[src/udpc_defs.svh]
// Constants of the USB device DMA packet control block.
// Assumes inclusion by bare name from the design file.
`ifndef UDPC_DEFS_SVH
`define UDPC_DEFS_SVH
// -----------------------------------------------------------------
// Register byte addresses
// -----------------------------------------------------------------
`define UDPC_OFS_TXCNT 32'h4980_0038
`define UDPC_OFS_MAX_PACKET_BYTES  32'h4980_003c
`define UDPC_OFS_DCTL  32'h4980_0040
`define UDPC_OFS_DTC   32'h4980_0044
`define UDPC_OFS_DFC   32'h4980_0048
// -----------------------------------------------------------------
// Field widths, positions and limits
// -----------------------------------------------------------------
`define UDPC_TXCNT_W   10
`define UDPC_MAX_PACKET_BYTES_W    11
`define UDPC_DTC_W     11
`define UDPC_DFC_W     12
`define UDPC_DCTL_W    6
`define UDPC_MAX_PACKET_BYTES_LIM  11'h400
`define UDPC_B_ARDIS   5
`define UDPC_B_BURST   4
`define UDPC_B_DEMAND  3
`define UDPC_B_TXRUN   2
`define UDPC_B_RXRUN   1
`define UDPC_B_DMA     0
// -----------------------------------------------------------------
// Reset values
// -----------------------------------------------------------------
`define UDPC_RST_TXCNT 10'h000
`define UDPC_RST_MAX_PACKET_BYTES  11'h000
`define UDPC_RST_DCTL  6'h00
`define UDPC_RST_DTC   11'h000
`define UDPC_RST_DFC   12'h000
`define UDPC_RDZERO    32'h0000_0000
`endif

[src/udpc_pkg.sv]
// Types of the USB device DMA packet control block.
// Assumes nothing of its surroundings.
`default_nettype none
package udpc_pkg;
	// Register selected by the bus address.
	typedef enum logic [2:0] {
		SEL_NONE, SEL_TXCNT, SEL_MAX_PACKET_BYTES, SEL_DCTL, SEL_DTC, SEL_DFC
	} udpc_sel_t;
	// Progress of the transmit packet byte tracker.
	typedef enum logic {TX_IDLE, TX_BUSY} udpc_tx_t;
endpackage
`default_nettype wire

[src/udpc_top.sv]
// Packet length and DMA run control for a USB device data endpoint.
// Assumes an APB master on pclk and endpoint logic on the same clock.
//
// Function
// [RL1] Software loads transmit byte count before sending.
// [RL2] Programmed count marks end of transmit packet.
// [RL3] Software keeps count below max packet size.
// [RL4] Eleven-bit max packet size, zero to 1024.
// [RL5] Bit 5 zero allows auto receive run.
// [RL6] Hardware clears auto-run disable on DMA end.
// [RL7] Bit 4 selects burst mode DMA.
// [RL8] Bit 3 selects demand mode DMA.
// [RL9] Bit 2 starts or stops transmit DMA.
// [RL10] OUT packet sets receive run when allowed.
// [RL11] Software sets receive run to move data.
// [RL12] Bit 0 picks interrupt or DMA mode.
// [RL13] Software programs transfer counter two for single.
// [RL14] Software programs max packet for burst mode.
// [RL15] Received size loads FIFO counter on run.
// [RL16] Software loads FIFO counter for IN endpoint.
// [RL17] Total counter zero ends the DMA operation.
// [RL18] Reserved bits read zero, writes ignored.
`include "udpc_defs.svh"
`default_nettype none
module udpc_top
	import udpc_pkg::*;
(
	input  wire logic                    pclk,               // Bus clock, 10 MHz.
	input  wire logic                    presetn,            // Async reset, active low.
	input  wire logic                    pclken,             // Clock enable, freezes all.
	input  wire logic                    psel,               // APB select.
	input  wire logic                    penable,            // APB access phase.
	input  wire logic                    pwrite,             // APB write direction.
	input  wire logic [31:0]             paddr,              // APB byte address.
	input  wire logic [31:0]             pwdata,             // APB write data.
	output logic                         pready,             // APB ready.
	output logic [31:0]                  prdata,             // APB read data.
	output logic                         pslverr,            // APB error on unmapped.
	input  wire logic                    tx_packet_start,    // Pulse, IN packet begins.
	input  wire logic                    tx_byte_strobe,     // Pulse, one byte sent.
	output logic                         tx_packet_end,      // Pulse, packet ends.
	input  wire logic                    rx_out_packet,      // Pulse, OUT packet received.
	input  wire logic [`UDPC_DFC_W-1:0]  rx_packet_size,     // Size of received packet.
	input  wire logic                    dma_total_zero,     // Pulse, total count hit 0.
	output logic [`UDPC_MAX_PACKET_BYTES_W-1:0]      max_packet_bytes,   // Max packet size.
	output logic [`UDPC_DTC_W-1:0]       dma_transfer_count, // Transfer counter.
	output logic [`UDPC_DFC_W-1:0]       dma_fifo_count,     // FIFO counter.
	output logic                         burst_mode_enable,  // Burst mode DMA.
	output logic                         demand_mode_enable, // Demand mode DMA.
	output logic                         tx_dma_run,         // Transmit DMA running.
	output logic                         rx_dma_run,         // Receive DMA running.
	output logic                         dma_mode_select     // 0 interrupt, 1 DMA.
);
	// -----------------------------------------------------------------
	// Bus decode
	// -----------------------------------------------------------------
	logic                   wr_en;
	logic                   setup;
	udpc_sel_t              sel;
	logic [`UDPC_TXCNT_W-1:0] txcnt_r, txcnt_nxt;
	logic [`UDPC_MAX_PACKET_BYTES_W-1:0]  max_packet_bytes_r, max_packet_bytes_nxt;
	logic [`UDPC_DCTL_W-1:0]  dctl_r, dctl_nxt;
	logic [`UDPC_DTC_W-1:0]   dtc_r, dtc_nxt;
	logic [`UDPC_DFC_W-1:0]   dfc_r, dfc_nxt;
	logic [31:0]            rdata_r, rdata_nxt;
	logic                   err_r, err_nxt;

	// Address decode; the slave waits only while pclken is low, so ready follows the clock enable.
	always_comb begin
		case (paddr)
			`UDPC_OFS_TXCNT: sel = SEL_TXCNT;
			`UDPC_OFS_MAX_PACKET_BYTES:  sel = SEL_MAX_PACKET_BYTES;
			`UDPC_OFS_DCTL:  sel = SEL_DCTL;
			`UDPC_OFS_DTC:   sel = SEL_DTC;
			`UDPC_OFS_DFC:   sel = SEL_DFC;
			default:         sel = SEL_NONE;
		endcase
	end
	assign setup  = psel & ~penable & pclken;
	assign wr_en  = psel & penable & pwrite & pclken & (sel != SEL_NONE);
	assign pready = pclken;

	// Read data is captured in the setup cycle so that it leaves a flip-flop.
	always_comb begin
		rdata_nxt = rdata_r;
		err_nxt   = err_r;
		if (setup) begin
			err_nxt   = (sel == SEL_NONE);
			rdata_nxt = `UDPC_RDZERO;
			case (sel)
				SEL_TXCNT: rdata_nxt[`UDPC_TXCNT_W-1:0] = txcnt_r; // RL18
				SEL_MAX_PACKET_BYTES:  rdata_nxt[`UDPC_MAX_PACKET_BYTES_W-1:0]  = max_packet_bytes_r;  // RL18
				SEL_DCTL:  rdata_nxt[`UDPC_DCTL_W-1:0]  = dctl_r;  // RL18
				SEL_DTC:   rdata_nxt[`UDPC_DTC_W-1:0]   = dtc_r;   // RL18
				SEL_DFC:   rdata_nxt[`UDPC_DFC_W-1:0]   = dfc_r;   // RL18
				default:   rdata_nxt = `UDPC_RDZERO;
			endcase
		end
	end
	always_ff @(posedge pclk or negedge presetn) begin
		if (!presetn) begin
			rdata_r <= `UDPC_RDZERO;
			err_r   <= 1'b0;
		end else begin
			rdata_r <= rdata_nxt;
			err_r   <= err_nxt;
		end
	end
	assign prdata  = rdata_r;
	assign pslverr = err_r & psel & penable;

	// -----------------------------------------------------------------
	// Register file
	// -----------------------------------------------------------------
	logic auto_set;

	// Software writes take the bus word over the DMA end clear; other hardware events then act on top of them.
	// An OUT packet set wins over a software clear of the receive run bit,
	// while a software write of the disable bit wins over the DMA end clear,
	// since that write is the newer intent of software.
	always_comb begin
		txcnt_nxt = txcnt_r;
		max_packet_bytes_nxt  = max_packet_bytes_r;
		dctl_nxt  = dctl_r;
		dtc_nxt   = dtc_r;
		dfc_nxt   = dfc_r;
		if (pclken && dma_total_zero) begin
			dctl_nxt[`UDPC_B_ARDIS] = 1'b0; // RL6 RL17
		end
		if (wr_en) begin
			case (sel)
				SEL_TXCNT: txcnt_nxt = pwdata[`UDPC_TXCNT_W-1:0]; // RL1 RL18
				SEL_MAX_PACKET_BYTES: begin
					// Sizes above 1024 are clipped so the field stays in range.
					if (pwdata[`UDPC_MAX_PACKET_BYTES_W-1:0] > `UDPC_MAX_PACKET_BYTES_LIM) begin
						max_packet_bytes_nxt = `UDPC_MAX_PACKET_BYTES_LIM; // RL4
					end else begin
						max_packet_bytes_nxt = pwdata[`UDPC_MAX_PACKET_BYTES_W-1:0]; // RL4
					end
				end
				SEL_DCTL: dctl_nxt = pwdata[`UDPC_DCTL_W-1:0]; // RL7 RL8 RL9 RL11 RL12
				SEL_DTC:  dtc_nxt  = pwdata[`UDPC_DTC_W-1:0];  // RL13 RL14
				SEL_DFC:  dfc_nxt  = pwdata[`UDPC_DFC_W-1:0];  // RL16
				default:  txcnt_nxt = txcnt_r;
			endcase
		end
		if (auto_set) begin
			dctl_nxt[`UDPC_B_RXRUN] = 1'b1; // RL10
		end
		// A rising run bit, set by hardware or software, loads the received size.
		if (!dctl_r[`UDPC_B_RXRUN] && dctl_nxt[`UDPC_B_RXRUN]) begin
			dfc_nxt = rx_packet_size; // RL15
		end
	end
	// Auto run needs DMA mode on and the disable bit clear.
	assign auto_set = pclken & rx_out_packet & dctl_r[`UDPC_B_DMA]
		& ~dctl_r[`UDPC_B_ARDIS]; // RL5 RL10

	always_ff @(posedge pclk or negedge presetn) begin
		if (!presetn) begin
			txcnt_r <= `UDPC_RST_TXCNT;
			max_packet_bytes_r  <= `UDPC_RST_MAX_PACKET_BYTES;
			dctl_r  <= `UDPC_RST_DCTL;
			dtc_r   <= `UDPC_RST_DTC;
			dfc_r   <= `UDPC_RST_DFC;
		end else begin
			txcnt_r <= txcnt_nxt;
			max_packet_bytes_r  <= max_packet_bytes_nxt;
			dctl_r  <= dctl_nxt;
			dtc_r   <= dtc_nxt;
			dfc_r   <= dfc_nxt;
		end
	end
	assign max_packet_bytes   = max_packet_bytes_r;
	assign dma_transfer_count = dtc_r;
	assign dma_fifo_count     = dfc_r;
	assign burst_mode_enable  = dctl_r[`UDPC_B_BURST];  // RL7
	assign demand_mode_enable = dctl_r[`UDPC_B_DEMAND]; // RL8
	assign tx_dma_run         = dctl_r[`UDPC_B_TXRUN];  // RL9
	assign rx_dma_run         = dctl_r[`UDPC_B_RXRUN];
	assign dma_mode_select    = dctl_r[`UDPC_B_DMA];    // RL12

	// -----------------------------------------------------------------
	// Transmit packet end tracking
	// -----------------------------------------------------------------
	udpc_tx_t                 tx_st_r, tx_st_nxt;
	logic [`UDPC_TXCNT_W-1:0] sent_r, sent_nxt;
	logic                     end_r, end_nxt;

	// The count is compared against the programmed length, so a length
	// changed mid-packet takes effect at once; software must not do that.
	always_comb begin
		tx_st_nxt = tx_st_r;
		sent_nxt  = sent_r;
		end_nxt   = end_r;
		if (pclken) begin
			end_nxt = 1'b0;
			case (tx_st_r)
				TX_IDLE: begin
					if (tx_packet_start) begin
						sent_nxt = '0;
						if (txcnt_r == '0) begin
							end_nxt = 1'b1; // RL2
						end else begin
							tx_st_nxt = TX_BUSY;
						end
					end
				end
				TX_BUSY: begin
					if (tx_byte_strobe) begin
						sent_nxt = sent_r + 1'b1;
						if (sent_nxt == txcnt_r) begin
							end_nxt   = 1'b1; // RL2
							tx_st_nxt = TX_IDLE;
						end
					end
				end
				default: tx_st_nxt = TX_IDLE;
			endcase
		end
	end
	always_ff @(posedge pclk or negedge presetn) begin
		if (!presetn) begin
			tx_st_r <= TX_IDLE;
			sent_r  <= '0;
			end_r   <= 1'b0;
		end else begin
			tx_st_r <= tx_st_nxt;
			sent_r  <= sent_nxt;
			end_r   <= end_nxt;
		end
	end
	assign tx_packet_end = end_r;

	logic dctl_wr;
	assign dctl_wr = wr_en & (sel == SEL_DCTL);
endmodule // udpc_top
`default_nettype wire

[config.mk]
export PLATFORM = sky130hd
export DESIGN_NAME = udpc_top
export DESIGN_NICKNAME = d
export VERILOG_FILES = /design/src/udpc_pkg.sv /design/src/udpc_top.sv
export VERILOG_INCLUDE_DIRS = /design/src
export SDC_FILE = /design/constraint.sdc
export NUM_CORES = 1
export LEC_CHECK = 0
export BUFFER_PORTS_ARGS = -buffer_cell sky130_fd_sc_hd__buf_2
export CAP_MARGIN = 20
export CORE_ASPECT_RATIO = 1.25
export CORE_UTILIZATION = 40
export CTS_CLUSTER_DIAMETER = 30
export DETAILED_ROUTE_END_ITERATION = 6
export PLACE_DENSITY = 0.7
export SLEW_MARGIN = 10
export SYNTH_ARGS = -nofsm -noshare
export SYNTH_HDL_FRONTEND = slang
export SYNTH_SLANG_ARGS = --single-unit
[constraint.sdc]
create_clock -name pclk -period 2 [get_ports pclk]
set_input_delay 0.5 -clock pclk [delete_from_list [all_inputs] [get_ports pclk]]
set_output_delay 0.5 -clock pclk [all_outputs]
set_load 0.01 [all_outputs]
==> results.toml <==
[placement]
place_ws_ns = -0.416
place_area_sq_mm = 0.00535
hpwlAfterDp_mm = 9.41
numPortBuffers = 119
place.gp.congestion = 0.897

[clocking]
root_buffer = "clkbuf_16"
htree_num_levels = 3
cts_hold_buffers = 0
clk_latency_ns = 0.33
numCtsBuffers = 9
ctsLongestPathBuffers = 2
clkSlewWorstSetupHoldPaths_ns = 0.06
tritoncts = "done"
numClockSinks = 75

[sta]
fin_crit_ns = 2.01
fin_crit_sh = 1.01
finalSetupViolCount = 6
hold_viol = 0
fin_ws_ns = -0.0105
fmax_ghz = 0.497
drv_slew = 0
rsz0062_at_grt = "yes"
fin_skew_ns = 0.00518

[pwr]
finalPower_mw = 3.61
power_density_mw_per_mm2 = 623
p_switching_uw = 826
swShare = 0.229
p_int_mw = 2.79
irDropWorstVdd_uv = 325
clkPwrFrac = 0.488
p_comb_frac = 0.086
cellLeakagePower_nw = 2.88
seqPwrFrac = 0.426

[floorplanning]
die_h_microns = 119
die_width_microns = 95.3
fp.dieArea_sq_mm = 0.0113
row_count = 42
core_sq_mm = 0.0106
pin_count = 160
initial_core_util = 0.412

[worst_setup_path]
startpoint_type = "input pin"
endpoint_kind = "flip-flop"
crit_arrival_ns = 2.23
path_class = "in2reg"
rrSetupSlack_ns = 0.13
cp_max_fo = 7
required_ns = 2.22

[synthesis]
seq_area_frac_synth = 0.431
syn_inst = 410
ys.flop_type = "dfrtp_1"
synth.distinct_cells = 58
yosys_warnings = 0
avgSynthCellArea_sq_um = 10.6
synth.cell_area_sq_mm = 0.00435
synth-async-reset-ratio = 1.00
ys_ff_latch = 75
synth_top_area_cell = "dfrtp_1"
synth_top_area_share = 0.431
synth_edf_count = 0
yosys-top-cells-area = "dfrtp_1, mux2_2, o21ai_0"

[drt]
firstDrtPassIters = 5
routed_wl_mm = 12.5
wl_per_cell_microns = 18.0
ant_nets = 0
vias_per_cell = 5.47
drt_iter0_drc = 207
num_vias = 3805
drc = 0

[run_status]
outcome = "finished, violations left"
violations = "setup timing"

[cells_and_area]
antennaDiodeCount = 0
final_layout_size_suffix_gt1_frac = 0.457
final_util = 0.549
fin_nets = 646
area_growth_pct = 33.3
n_fill_cell = 931
stdcell_area_sq_mm = 0.00580

[run]
maxCapViolCount = 0

[global_routing]
grt_pass1_wl_mm = 19.7
grt_max_degree = 45
grt_util_all_layers = 0.231
grt_pass1_vias = 3891
overflow = 0
antenna_found_initial = 0

[hold_path]
hold_class = "in2async"
==> cells by family after synthesis <==
family / count (synthesis) / share of synthesized area
buffers and inverters: 56 / 0.0730
adders and majority gates: 1 / 0.00287
other: 1 / 0.000862
xor gates and xnor gates: 12 / 0.0242
AOI/OAI and AO/OA: 87 / 0.128
and+or+nand+nor: 116 / 0.172
muxes: 62 / 0.167
DFF: 75 / 0.431
==> cells in the mapped netlist (3+ instances only) <==
library cell / n
a32oi_1: 5
xnor2_1: 7
a31oi_1: 5
dfrtp_1: 75
nand3b_1: 11
nor2_1: 19
nand2_1: 29
or2_2: 3
nor4b_4: 4
a22oi_1: 5
buf_4: 23
and2_1: 3
and3_1: 6
o21ai_0: 41
nand3_1: 8
mux2i_1: 6
o22a_1: 7
nand4_1: 5
inv_1: 13
a21oi_1: 6
mux2_4: 10
mux2_2: 46
o31ai_1: 4
nor4_1: 5
buf_2: 5
nor2b_1: 4
xor2_1: 5
clkbuf_1: 13
==> power groups by stage <==
stage / registers, mW / clock network, mW / logic (mW)
after CTS: 1.54 / 1.78 / 0.304
after floorplan: 1.57 / 0 / 0.145
after global routing: 1.54 / 1.84 / 0.336
final: 1.54 / 1.76 / 0.310
after global placement: 1.57 / 0 / 0.293
after detailed placement: 1.57 / 0 / 0.301
==> repair_timing <==
item                                    4_1_cts  5_1_grt
endpoints found under the setup margin       20       37
pin swaps                                     3        5
resized for setup                             4       26
buffers inserted                              0        1
gates cloned                                  2        0
==> layout make-up <==
| class | count | area (sq um) | area share |
|---|---|---|---|
| clock buffer | 10 | 239 | 0.0412 |
| clock inverter | 6 | 88.8 | 0.0153 |
| tap | 132 | 165 | 0.0285 |
| sequential | 75 | 1880 | 0.324 |
| multi-input combinational | 300 | 2410 | 0.416 |
| timing repair buffer | 160 | 968 | 0.167 |
| inverter | 13 | 48.8 | 0.00841 |
==> worst paths after layout <==
path,cells past startpoint,start,to
worst max-delay path,7,paddr[29],dma_fifo_count[1]$_DFFE_PN0P_
worst min-delay path,2,presetn,max_packet_bytes[2]$_DFFE_PN0P_
worst max register to register,7,sent_r[0]$_DFFE_PN0P_,tx_st_r$_DFFE_PN0P_
worst min register to register,2,prdata[11]$_DFFE_PN0P_,prdata[11]$_DFFE_PN0P_
max in group asynchronous,2,presetn,prdata[8]$_DFFE_PN0P_
min in group pclk,2,rx_packet_size[0],dma_fifo_count[0]$_DFFE_PN0P_
==> placed cells by master, fill, tap and decap left out, types with 6 or more instances in the layout <==
cell	synthesis	routed
clkbuf_16	0	9
o22a_1	7	7
mux2i_1	6	6
o21ai_0	41	40
mux2_4	10	43
buf_2	5	117
nand3_1	8	8
buf_6	2	6
a21oi_1	6	6
xnor2_1	7	7
dfrtp_1	75	74
conb_1	1	20
buf_4	23	34
inv_1	13	13
nand3b_1	11	11
nand2_1	29	28
mux2_2	46	13
nor2_1	19	18
==> metal layers <==
metal | up-vias | global-route usage | share of wire
met3 | 36 | 0.0534 | 0.067
met2 | 164 | 0.388 | 0.52
met5 | - | 0 | 0
met4 | 0 | 0.110 | 0.030
li1 | 1751 | - | -
met1 | 1854 | 0.271 | 0.38
==> stage by stage <==
step / TNS [ns] / instances / hold slack [ns]
after floorplan: -2.78 / 429 / 0.204
after global placement: -15.01 / 677 / 0.465
after detailed placement: -17.93 / 677 / 0.475
after CTS: -0.0102 / 695 / 0.156
after global routing: -0.713 / 696 / 0.165
final: -0.0241 / 696 / 0.155
==> critical path: stages <==
cell	delay [ns]
buf_6	0.10
nor4b_4	0.33
nand4_4	0.18
nor4b_4	0.34
buf_6	0.20
mux2_4	0.31
mux2_4	0.25
==> state kept, by name (all words and copies together), names as in the netlist <==
register            cells
dctl_r                  6
dma_fifo_count         12
dma_transfer_count     11
err_r                   1
max_packet_bytes       11
prdata                 12
sent_r                 10
tx_packet_end           1
tx_st_r                 1
txcnt_r                10
No activity file was read; power rests on OpenSTA's default activity.
